## config.mk

```make
export PLATFORM = sky130hd
export DESIGN_NAME = dacicp_top
export DESIGN_NICKNAME = d
export VERILOG_FILES = /design/src/include/dacicp_pkg.sv /design/src/include/dacicp_fifo_if.sv /design/src/design/dacicp_fifo.sv /design/src/design/dacicp_top.sv
export SDC_FILE = /design/constraint.sdc
export NUM_CORES = 1
export LEC_CHECK = 0
export ABC_AREA = 1
export BUFFER_PORTS_ARGS = -buffer_cell sky130_fd_sc_hd__buf_2
export CAP_MARGIN = 20
export CORE_MARGIN = 4
export CORE_UTILIZATION = 35
export DETAILED_ROUTE_END_ITERATION = 8
export PLACE_DENSITY = 0.51
export SLEW_MARGIN = 20
export SYNTH_ARGS = -nofsm -noshare
export SYNTH_HDL_FRONTEND = slang
export SYNTH_SLANG_ARGS = --single-unit
```

## constraint.sdc

```tcl
create_clock -name i_mclk -period 3.3 [get_ports i_mclk]
set_input_delay 0.165 -clock i_mclk [delete_from_list [all_inputs] [get_ports i_mclk]]
set_output_delay 0.165 -clock i_mclk [all_outputs]
set_load 0.005 [all_outputs]
```

## src/include/dacicp_pkg.sv

```systemverilog
// Package for the sample input capture path: widths, offsets and reset values
// Functional notes
// - Sample input is 14 bits wide, smaller variants use 12, 10 or 8 low bits.
// - Input words are read as straight binary or twos complement.
// - All-ones code gives full scale; complement output carries the remainder.
// - Words captured on rising clock edge; output updates every edge; design updates it only with a FIFO word and i_core_ready high.
// - Capture works at any clock duty cycle; no duty cycle assumed.
// - Deskew mode adds exactly one register stage of delay to the data path.
// - Deskew enable sits in register 0x02 and resets to 0.
// - Clock mode comes from strap without serial interface, else register 0x02 bit 2.
// - Strap low or bit 0 selects the single-ended clock receiver.
// - Strap high or bit 1 selects the differential receiver.
package dacicp_pkg;
    localparam int DATA_W = 14;
    localparam int ADDR_W = 8;
    localparam int REG_W = 8;
    localparam int FIFO_DEPTH = 8;
    localparam logic [ADDR_W-1:0] REG_DATA_CFG = 8'h02;
    localparam logic [ADDR_W-1:0] REG_CODING = 8'h20;
    localparam logic [ADDR_W-1:0] REG_STATUS = 8'h21;
    localparam logic [ADDR_W-1:0] REG_RESOLUTION = 8'h22;
    localparam int BIT_DESKEW = 1;
    localparam int BIT_DIFF_CLOCK = 2;
    localparam int BIT_TWOS = 0;
    localparam logic [REG_W-1:0] DATA_CFG_RST = 8'h00;
    localparam logic [REG_W-1:0] CODING_RST = 8'h00;
    localparam logic [1:0] RES_RST = 2'h3;
    localparam logic [REG_W-1:0] UNMAPPED_READ = 8'h00;
    typedef enum logic [1:0] {
        DACICP_RES_8 = 2'h0,
        DACICP_RES_10 = 2'h1,
        DACICP_RES_12 = 2'h2,
        DACICP_RES_14 = 2'h3
    } dacicp_res_t;
endpackage

```

## src/include/dacicp_fifo_if.sv

```systemverilog
// Interface carrying sample words between the capture path and its FIFO
`timescale 1ns/1ps
interface dacicp_fifo_if #(parameter int W = 14);
    logic [W-1:0] in_data;
    logic in_valid;
    logic in_ready;
    logic [W-1:0] out_data;
    logic out_valid;
    logic out_ready;
    modport fifo (input in_data, input in_valid, output in_ready,
                  output out_data, output out_valid, input out_ready);
    modport user (output in_data, output in_valid, input in_ready,
                  input out_data, input out_valid, output out_ready);
endinterface

```

## src/design/dacicp_fifo.sv

```systemverilog
// Synchronous FIFO with valid and ready on both sides
`timescale 1ns/1ps
module dacicp_fifo #(
    parameter int W = 14,
    parameter int DEPTH = 8
) (
    input wire logic i_mclk,
    input wire logic i_rst_n,
    dacicp_fifo_if.fifo f
);
    localparam int AW = $clog2(DEPTH);
    logic [W-1:0] mem [DEPTH];
    logic [AW-1:0] wr_ptr;
    logic [AW-1:0] rd_ptr;
    logic [AW:0] count;
    logic [AW-1:0] next_wr_ptr;
    logic [AW-1:0] next_rd_ptr;
    logic [AW:0] next_count;
    logic push;
    logic pop;

    assign f.in_ready = (count != (AW+1)'(DEPTH));
    assign f.out_valid = (count != '0);
    assign f.out_data = mem[rd_ptr];
    assign push = f.in_valid && f.in_ready;
    assign pop = f.out_valid && f.out_ready;

    always_comb begin
        next_wr_ptr = wr_ptr;
        next_rd_ptr = rd_ptr;
        next_count = count;
        if (push) begin
            next_wr_ptr = (wr_ptr == AW'(DEPTH-1)) ? '0 : wr_ptr + 1'b1;
        end
        if (pop) begin
            next_rd_ptr = (rd_ptr == AW'(DEPTH-1)) ? '0 : rd_ptr + 1'b1;
        end
        if (push && !pop) begin
            next_count = count + 1'b1;
        end else if (pop && !push) begin
            next_count = count - 1'b1;
        end
    end

    always_ff @(posedge i_mclk) begin
        if (!i_rst_n) begin
            wr_ptr <= '0;
            rd_ptr <= '0;
            count <= '0;
        end else begin
            wr_ptr <= next_wr_ptr;
            rd_ptr <= next_rd_ptr;
            count <= next_count;
        end
    end

    always_ff @(posedge i_mclk) begin
        if (push) begin
            mem[wr_ptr] <= f.in_data;
        end
    end
endmodule

```

## src/design/dacicp_top.sv

```systemverilog
// Sample input capture path: capture, coding, deskew, clock mode and registers
//
// The register offsets and the strobed register port are this design's own decisions.
`timescale 1ns/1ps
module dacicp_top
    import dacicp_pkg::*;
(
    input wire logic i_mclk,
    input wire logic i_rst_n,
    input wire logic [DATA_W-1:0] i_input_sample_word,
    input wire logic i_sample_valid,
    input wire logic i_clock_mode_strap,
    input wire logic i_serial_enable,
    input wire logic i_core_ready,
    input wire logic [ADDR_W-1:0] i_addr,
    input wire logic [REG_W-1:0] i_wdata,
    input wire logic i_wr,
    input wire logic i_rd,
    output logic [REG_W-1:0] o_rdata,
    output logic o_sample_ready,
    output logic [DATA_W-1:0] o_primary_code,
    output logic [DATA_W-1:0] o_complement_code,
    output logic o_code_valid,
    output logic o_diff_clock_select
);
    ////////////////////////////////////////////////////////////////////////////
    // Functions

    function automatic logic [DATA_W-1:0] res_mask(input logic [1:0] res);
        logic [DATA_W-1:0] m;
        m = '1;
        case (res)
            DACICP_RES_8: m = {6'h00, 8'hff};
            DACICP_RES_10: m = {4'h0, 10'h3ff};
            DACICP_RES_12: m = {2'h0, 12'hfff};
            default: m = '1;
        endcase
        return m;
    endfunction

    function automatic logic [DATA_W-1:0] res_msb(input logic [1:0] res);
        return ((res_mask(res) >> 1) + 1'b1) & res_mask(res);
    endfunction

    ////////////////////////////////////////////////////////////////////////////
    // Pin synchronisers

    logic [DATA_W-1:0] word_s1;
    logic [DATA_W-1:0] word_s2;
    logic valid_s1;
    logic valid_s2;
    logic strap_s1;
    logic strap_s2;
    logic spi_s1;
    logic spi_s2;

    always_ff @(posedge i_mclk) begin
        if (!i_rst_n) begin
            word_s1 <= '0;
            word_s2 <= '0;
            valid_s1 <= 1'b0;
            valid_s2 <= 1'b0;
            strap_s1 <= 1'b0;
            strap_s2 <= 1'b0;
            spi_s1 <= 1'b0;
            spi_s2 <= 1'b0;
        end else begin
            word_s1 <= i_input_sample_word;
            word_s2 <= word_s1;
            valid_s1 <= i_sample_valid;
            valid_s2 <= valid_s1;
            strap_s1 <= i_clock_mode_strap;
            strap_s2 <= strap_s1;
            spi_s1 <= i_serial_enable;
            spi_s2 <= spi_s1;
        end
    end

    ////////////////////////////////////////////////////////////////////////////
    // Registers

    logic [REG_W-1:0] data_cfg;
    logic [REG_W-1:0] coding;
    logic [1:0] resolution;
    logic [REG_W-1:0] rdata;
    logic [REG_W-1:0] next_data_cfg;
    logic [REG_W-1:0] next_coding;
    logic [1:0] next_resolution;
    logic [REG_W-1:0] next_rdata;
    logic overflow;
    logic next_overflow;
    logic fifo_level_ne;
    logic deskew_en;
    logic twos_en;
    logic diff_sel;

    assign deskew_en = data_cfg[BIT_DESKEW];
    assign twos_en = coding[BIT_TWOS];
    assign diff_sel = spi_s2 ? data_cfg[BIT_DIFF_CLOCK] : strap_s2;

    always_comb begin
        next_data_cfg = data_cfg;
        next_coding = coding;
        next_resolution = resolution;
        next_rdata = '0;
        if (i_wr) begin
            case (i_addr)
                REG_DATA_CFG: next_data_cfg = i_wdata & 8'h06;
                REG_CODING: next_coding = i_wdata & 8'h01;
                REG_RESOLUTION: next_resolution = i_wdata[1:0];
                default: next_data_cfg = data_cfg;
            endcase
        end
        if (i_rd) begin
            case (i_addr)
                REG_DATA_CFG: next_rdata = data_cfg;
                REG_CODING: next_rdata = coding;
                REG_RESOLUTION: next_rdata = {6'h00, resolution};
                REG_STATUS: next_rdata = {5'h00, fifo_level_ne, overflow, diff_sel};
                default: next_rdata = UNMAPPED_READ;
            endcase
        end
    end

    always_ff @(posedge i_mclk) begin
        if (!i_rst_n) begin
            data_cfg <= DATA_CFG_RST;
            coding <= CODING_RST;
            resolution <= RES_RST;
            rdata <= '0;
        end else begin
            data_cfg <= next_data_cfg;
            coding <= next_coding;
            resolution <= next_resolution;
            rdata <= next_rdata;
        end
    end

    ////////////////////////////////////////////////////////////////////////////
    // Coding and deskew stage

    logic [DATA_W-1:0] coded;
    logic [DATA_W-1:0] deskew_word;
    logic deskew_valid;
    logic [DATA_W-1:0] next_deskew_word;
    logic next_deskew_valid;
    logic [DATA_W-1:0] path_word;
    logic path_valid;

    always_comb begin
        coded = word_s2 & res_mask(resolution);
        if (twos_en) begin
            coded = coded ^ res_msb(resolution);
        end
        next_deskew_word = coded;
        next_deskew_valid = valid_s2;
    end

    always_ff @(posedge i_mclk) begin
        if (!i_rst_n) begin
            deskew_word <= '0;
            deskew_valid <= 1'b0;
        end else begin
            deskew_word <= next_deskew_word;
            deskew_valid <= next_deskew_valid;
        end
    end

    assign path_word = deskew_en ? deskew_word : coded;
    assign path_valid = deskew_en ? deskew_valid : valid_s2;

    ////////////////////////////////////////////////////////////////////////////
    // FIFO towards the converter core

    dacicp_fifo_if #(.W(DATA_W)) fq ();

    assign fq.in_data = path_word;
    assign fq.in_valid = path_valid;
    assign fq.out_ready = i_core_ready;
    assign fifo_level_ne = fq.out_valid;

    dacicp_fifo #(.W(DATA_W), .DEPTH(FIFO_DEPTH)) u_fifo (
        .i_mclk(i_mclk),
        .i_rst_n(i_rst_n),
        .f(fq.fifo)
    );

    always_comb begin
        next_overflow = overflow;
        if (path_valid && !fq.in_ready) begin
            next_overflow = 1'b1;
        end else if (i_wr && i_addr == REG_STATUS && i_wdata[1]) begin
            next_overflow = 1'b0;
        end
    end

    ////////////////////////////////////////////////////////////////////////////
    // Output registers

    logic [DATA_W-1:0] primary;
    logic [DATA_W-1:0] complement;
    logic code_valid;
    logic ready_q;
    logic diff_q;
    logic [DATA_W-1:0] next_primary;
    logic [DATA_W-1:0] next_complement;
    logic next_code_valid;

    always_comb begin
        next_primary = primary;
        next_complement = complement;
        next_code_valid = 1'b0;
        if (fq.out_valid && i_core_ready) begin
            next_primary = fq.out_data;
            next_complement = res_mask(resolution) & ~fq.out_data;
            next_code_valid = 1'b1;
        end
    end

    always_ff @(posedge i_mclk) begin
        if (!i_rst_n) begin
            primary <= '0;
            complement <= '0;
            code_valid <= 1'b0;
            overflow <= 1'b0;
            ready_q <= 1'b0;
            diff_q <= 1'b0;
        end else begin
            primary <= next_primary;
            complement <= next_complement;
            code_valid <= next_code_valid;
            overflow <= next_overflow;
            ready_q <= fq.in_ready;
            diff_q <= diff_sel;
        end
    end

    assign o_primary_code = primary;
    assign o_complement_code = complement;
    assign o_code_valid = code_valid;
    assign o_sample_ready = ready_q;
    assign o_diff_clock_select = diff_q;
    assign o_rdata = rdata;
endmodule

```

==> metrics.txt, run 1 <==
status=complete, no violations; CP required=3.65 ns; Area Overhead vs Synth=19.35%; Mean Syn Cell Area=9.631 sq um; area post-placement=8901 sq um; crit path max fanout=23; row count=56; sequential share of power=43.4%; Yosys warnings=0; Cell Int Power=0.005111 W; total net switching power=0.002201 W; final setup vio count=0; most frequent cell after synthesis=nand2_1; flops & latches, synth=214; maximum clock insertion buffer count=3; RSZ-0062 raised after global routing=no; worst vdd ir=0.3217 mV; CP Capture Type=flip-flop; DRT iter0 DRCs=351; Post-DRT Antenna Nets=0; die area=26190 sq um; Worst-path clk slew=0.06 ns; number of diodes=0; Critical Path AT=2.66 ns; Worst R2R Path Depth=14; top post-synthesis cells by area=edfxtp_1 (41%), dfxtp_1 (25%), nand2_1 (9.6%); Worst-Skew Late Latency=0.49 ns; initial antenna violation count=0; TritonCTS clock tree=done; Seq. cell area=5406 sq um; fill count=2296; routability-driven placement congestion ratio=0.7443; final hold viol count=0; hold buffers post-CTS=23; DR DRC count=0; Worst Setup SP=data_cfg[1]; crit path time final=2.309 ns; Hold Path End=resolution[1]; Sink Count=214; Clock Skew=0.007547 ns; switching part of the total=30.11%; post-route setup TNS=0 ns; Core Box Area=23400 sq um; Detailed Routing Iterations Pass 1=5; die width=161.8 um; GRT Total Usage=13.60%; Hold Crit Depth=3; CTS Buf Count=23; r2r setup slk=0.99 ns; Final Slew Violations=0; Congestion Overflow GR=0; share of the synthesized area in the top cell type=40.60%; worst r2r dst=u_fifo.count[3]; initial core utilization=35.39%; DRT Wirelength=17.66 mm; layout cell share with drive strength beyond 1=13.43%; Hold WC Path Type=primary input to flip-flop; Post-Synthesis Cell Area=8283 sq um; hold_sp=i_wr; Netlist cell types=34; wire per inst=13.72 um; max cap viols=0; Max Clock Freq=433.2 MHz; CTS resizes=0; path type of the worst setup path=flip-flop to flip-flop; Finished Core Util=42.24%; vias in the first global route=5452; htree depth=1; largest net degree at the start of global routing=63; top post-synthesis cells by count=nand2_1 (211), nor2_1 (115), edfxtp_1 (112), dfxtp_1 (102), inv_1 (91); Leakage=4.355 nW; IO Pins=77; period utilisation layout=69.96%; hold slack=0.03397 ns; Die Ht=161.8 um; Design Area, Final=9886 sq um; Worst slew margin=36.57%; Async SR Flop Fraction=0%; Gate Count Post-Synth=860; combinational power share=22.6%; ys flop type=edfxtp_1; total power divided by cell area=739.7 nW/um^2; number of enable flip-flop cells after synthesis=112; Final Total Pwr=0.007312 W; register area share after synthesis=65.26%; CP Launch Type=flip-flop; total number of vias=5588; worst r2r src=data_cfg[1]; postcts setup bufs=0; post-synth top area cell=edfxtp_1; Clk network pwr share=34.0%; first-pass GRT wire length=28.69 mm; post-DP HPWL=10.80 mm; IO buf count=66; worst-margin pin slew=0.9415 ns; Root Driver=clkbuf_16; multi-input logic area=2255 sq um; Nets=998; mean number of vias per cell=4.342
## how the worst max path moves through the flow
| stage | to | cells past startpoint | slack (ns) |
|---|---|---|---|
| after global routing | u_fifo.count[3] | 14 | 0.74 |
| after floorplan | u_fifo.count[3] | 12 | 1.35 |
| final | u_fifo.count[3] | 14 | 0.99 |
| after CTS | u_fifo.count[3] | 14 | 0.96 |
| after detailed placement | u_fifo.count[3] | 14 | 0.97 |
| after global placement | u_fifo.count[3] | 14 | 0.98 |
## flip-flops by register name, summed over array words and instances, names as in the netlist, 2 cells and up, named ones only
| name | flops |
|---|---|
| u_fifo.rd_ptr | 3 |
| o_complement_code | 14 |
| deskew_word | 14 |
| o_primary_code | 14 |
| u_fifo.wr_ptr | 3 |
| o_rdata | 3 |
| data_cfg | 2 |
| u_fifo.count | 4 |
| u_fifo.mem | 112 |
| resolution | 2 |
| word_s1 | 14 |
| word_s2 | 14 |
## routing by layer
layer	routed length, um	vias up	part of all wire, %	global-route usage, %
met5	0	-	0	0
met4	321	0	1.8	2.768
met3	949	22	5.4	2.208
met2	8500	115	48	23.71
met1	7888	2500	45	18.03
li1	-	2951	-	-
## final cells by class
cell class              count  share of cell area, %
multi-input cells         509                  22.81
flip-flops and latches    214                  54.69
well taps                 319                  4.037
clock inverters             5                 0.3670
inverters                  98                  3.746
repair buffers            106                  7.088
clock buffers              36                  7.265
## cell families after synthesis
group                    share of synthesized area [%]
AND/OR/NAND/NOR                                  19.94
adder cells (fa/ha/maj)                          1.299
flip-flops                                       65.26
other                                          0.04527
buffers and inverters                            7.704
AO/OA/AOI/OAI                                    5.332
XOR/XNOR                                        0.4230
## critical path, stage by stage, from the launching register on
cell,delay (ns)
dfxtp_1,0.33
buf_4,0.24
inv_2,0.13
nand2_1,0.08
nand2_1,0.07
o21ai_2,0.12
inv_1,0.10
ha_1,0.21
inv_1,0.11
ha_1,0.27
a21oi_1,0.16
nand2_1,0.07
xor2_1,0.14
nand2_1,0.06
a21oi_1,0.05
## stage by stage
step / instances / worst slack (ns)
2_1_floorplan: 864 / 1.355
3_3_place_gp: 1223 / 0.9811
3_5_place_dp: 1223 / 0.9683
4_1_cts: 1287 / 0.9578
5_1_grt: 1287 / 0.7435
6_report: 1287 / 0.9913
## power groups by stage
stage	sequential, W	clock, W	combinational [W]
3_5_place_dp	0.00323	0	0.00167
6_report	0.00317	0.00249	0.00165
4_1_cts	0.00318	0.00257	0.00170
3_3_place_gp	0.00323	0	0.00166
2_1_floorplan	0.00321	0	0.00120
5_1_grt	0.00321	0.00268	0.00191
## placed cells by master, fill, tap and decap left out, types with 2 or more instances in the layout
cell / n
nor2_1: 115
o21ai_0: 44
nor3_1: 2
clkbuf_1: 4
clkbuf_16: 25
ha_1: 7
o211ai_1: 4
nand4_1: 5
edfxtp_1: 112
a21oi_1: 32
nand2_1: 211
inv_1: 91
inv_2: 5
clkbuf_8: 4
dfxtp_1: 101
conb_1: 5
clkbuf_4: 3
clkinv_2: 4
buf_2: 66
dlygate4sd3_1: 23
buf_4: 16
xor2_1: 3
nand3_1: 71
(Power assumes the default switching activity.)
==> inputs of run 2 (changes only) <==
Clock period 3.3 ns to 2.3 ns, I/O delays scaled along.
==> metrics.txt, run 2 (same netlist as run 1, synthesis figures left out) <==
status=complete, no violations; row count=56; wire per inst=13.93 um; total power divided by cell area=1050 nW/um^2; leading cell type in the layout, fill and taps excluded=nand2_1; htree depth=1; Sink Count=214; maximum clock insertion buffer count=3; DRT Wirelength=18.05 mm; routability-driven placement congestion ratio=0.7053; Worst-path clk slew=0.06 ns; Detailed Routing Iterations Pass 1=4; Max Clock Freq=503.2 MHz; CTS Buf Count=22; CP Launch Type=flip-flop; IO Pins=77; initial core utilization=35.39%; worst-margin pin slew=0.6378 ns; Worst slew margin=57.19%; TritonCTS clock tree=done; hold slack=0.03698 ns; most frequent cells in the layout=nand2_1 (211), nor2_1 (115), edfxtp_1 (112), dfxtp_1 (101), inv_1 (91); worst r2r src=u_fifo.count[0]; period utilisation layout=86.41%; Root Driver=clkbuf_16; Top reg by flops=u_fifo.mem; Nets=1009; number of diodes=0; multi-input logic area=2255 sq um; post-route setup TNS=0 ns; mean number of vias per cell=4.402; IO buf count=66; vias in the first global route=5509; CP required=2.66 ns; largest net degree at the start of global routing=53; total number of vias=5705; Post-DRT Antenna Nets=0; Final Slew Violations=0; die area=26190 sq um; crit path max fanout=4; worst vdd ir=0.4969 mV; initial antenna violation count=0; die width=161.8 um; Worst Setup SP=u_fifo.count[0]; layout cell share with drive strength beyond 1=13.61%; Leakage=4.391 nW; path type of the worst setup path=flip-flop to flip-flop; Seq. cell area=5406 sq um; post-DP HPWL=11.20 mm; crit path to=u_fifo.count[3]; Area Overhead vs Synth=20.09%; Hold WC Path Type=primary input to flip-flop; max cap viols=0; final hold viol count=0; final setup vio count=0; worst r2r dst=u_fifo.count[3]; crit path time final=1.987 ns; RSZ-0062 raised after global routing=no; Worst R2R Path Depth=12; CTS resizes=0; DRT iter0 DRCs=280; hold_sp=i_rst_n; Congestion Overflow GR=0; max FFs per register=112; first-pass GRT wire length=29.30 mm; CP Capture Type=flip-flop; Worst-Skew Late Latency=0.50 ns; Die Ht=161.8 um; Core Box Area=23400 sq um; GRT Total Usage=13.92%; Clock Skew=0.01582 ns; Critical Path AT=2.34 ns; DR DRC count=0; r2r setup slk=0.31 ns; fill count=2329
## run 2: changes by cell type in the layout (fill, tap and decap cells not counted), moves of 2 or more
cell,previous run,this run
clkinv_1,1,4
clkbuf_8,4,2
dlygate4sd3_1,23,26
clkbuf_4,3,0
buf_4,16,24
## run 2: critical path, stage by stage (launching register included)
cell and delay (ns):
dfxtp_1 0.34, nor2_1 0.16, nand2_1 0.10, o21ai_2 0.13, inv_1 0.07, ha_1 0.20, inv_1 0.11, ha_1 0.27
a21oi_1 0.15, nand2_1 0.07, xor2_1 0.14, nand2_1 0.06, a21oi_1 0.05
## run 2: routing by layer
layer / vias up / GRT usage (%) / share of wire [%]
li1: 2975 / - / -
met1: 2610 / 19.56 / 49
met2: 95 / 22.96 / 46
met3: 25 / 2.309 / 3.4
met4: 0 / 2.768 / 1.7
met5: - / 0 / 0
## run 2: layout make-up
class	count	area share, %
clock buffer	31	6.516
inverter	98	3.723
tap	319	4.013
multi-input combinational	509	22.67
sequential	214	54.35
clock inverter	7	0.5786
timing repair buffer	118	8.151
## run 2: repair_timing
action	4_1_cts	5_1_grt
hold buffers	26	0
hold endpoints to repair	26	0
setup buffers	0	0
## run 2: worst min path at each step
stage / to / slack (ns) / cells past startpoint
after global routing: spi_s2 / 0.05 / 3
final: strap_s2 / 0.04 / 3
after global placement: word_s1[13] / 0.29 / 3
after detailed placement: word_s1[3] / 0.30 / 3
after CTS: strap_s2 / 0.02 / 3
after floorplan: spi_s1 / 0.21 / 2
## run 2: report_power, final
group	switching (W)	leakage, nW	internal, W	total [W]
Sequential	0.000212	1.87	0.00435	0.00457
Combinational	0.00156	2.17	0.000859	0.00242
Clock	0.00139	0.348	0.00207	0.00346
## run 2: per-stage QoR
step	worst slack, ns	cells	area, sq um	total power [W]	utilization, %
finish	0.3126	1296	9947	0.01044	42.50
global route	0.08744	1296	9947	0.01110	42.50
CTS	0.2944	1296	9947	0.01060	42.50
detailed placement	0.3066	1232	8981	0.007077	38.38
global placement	0.3136	1232	8981	0.007057	38.38
floorplan	0.3546	864	8298	0.006326	-
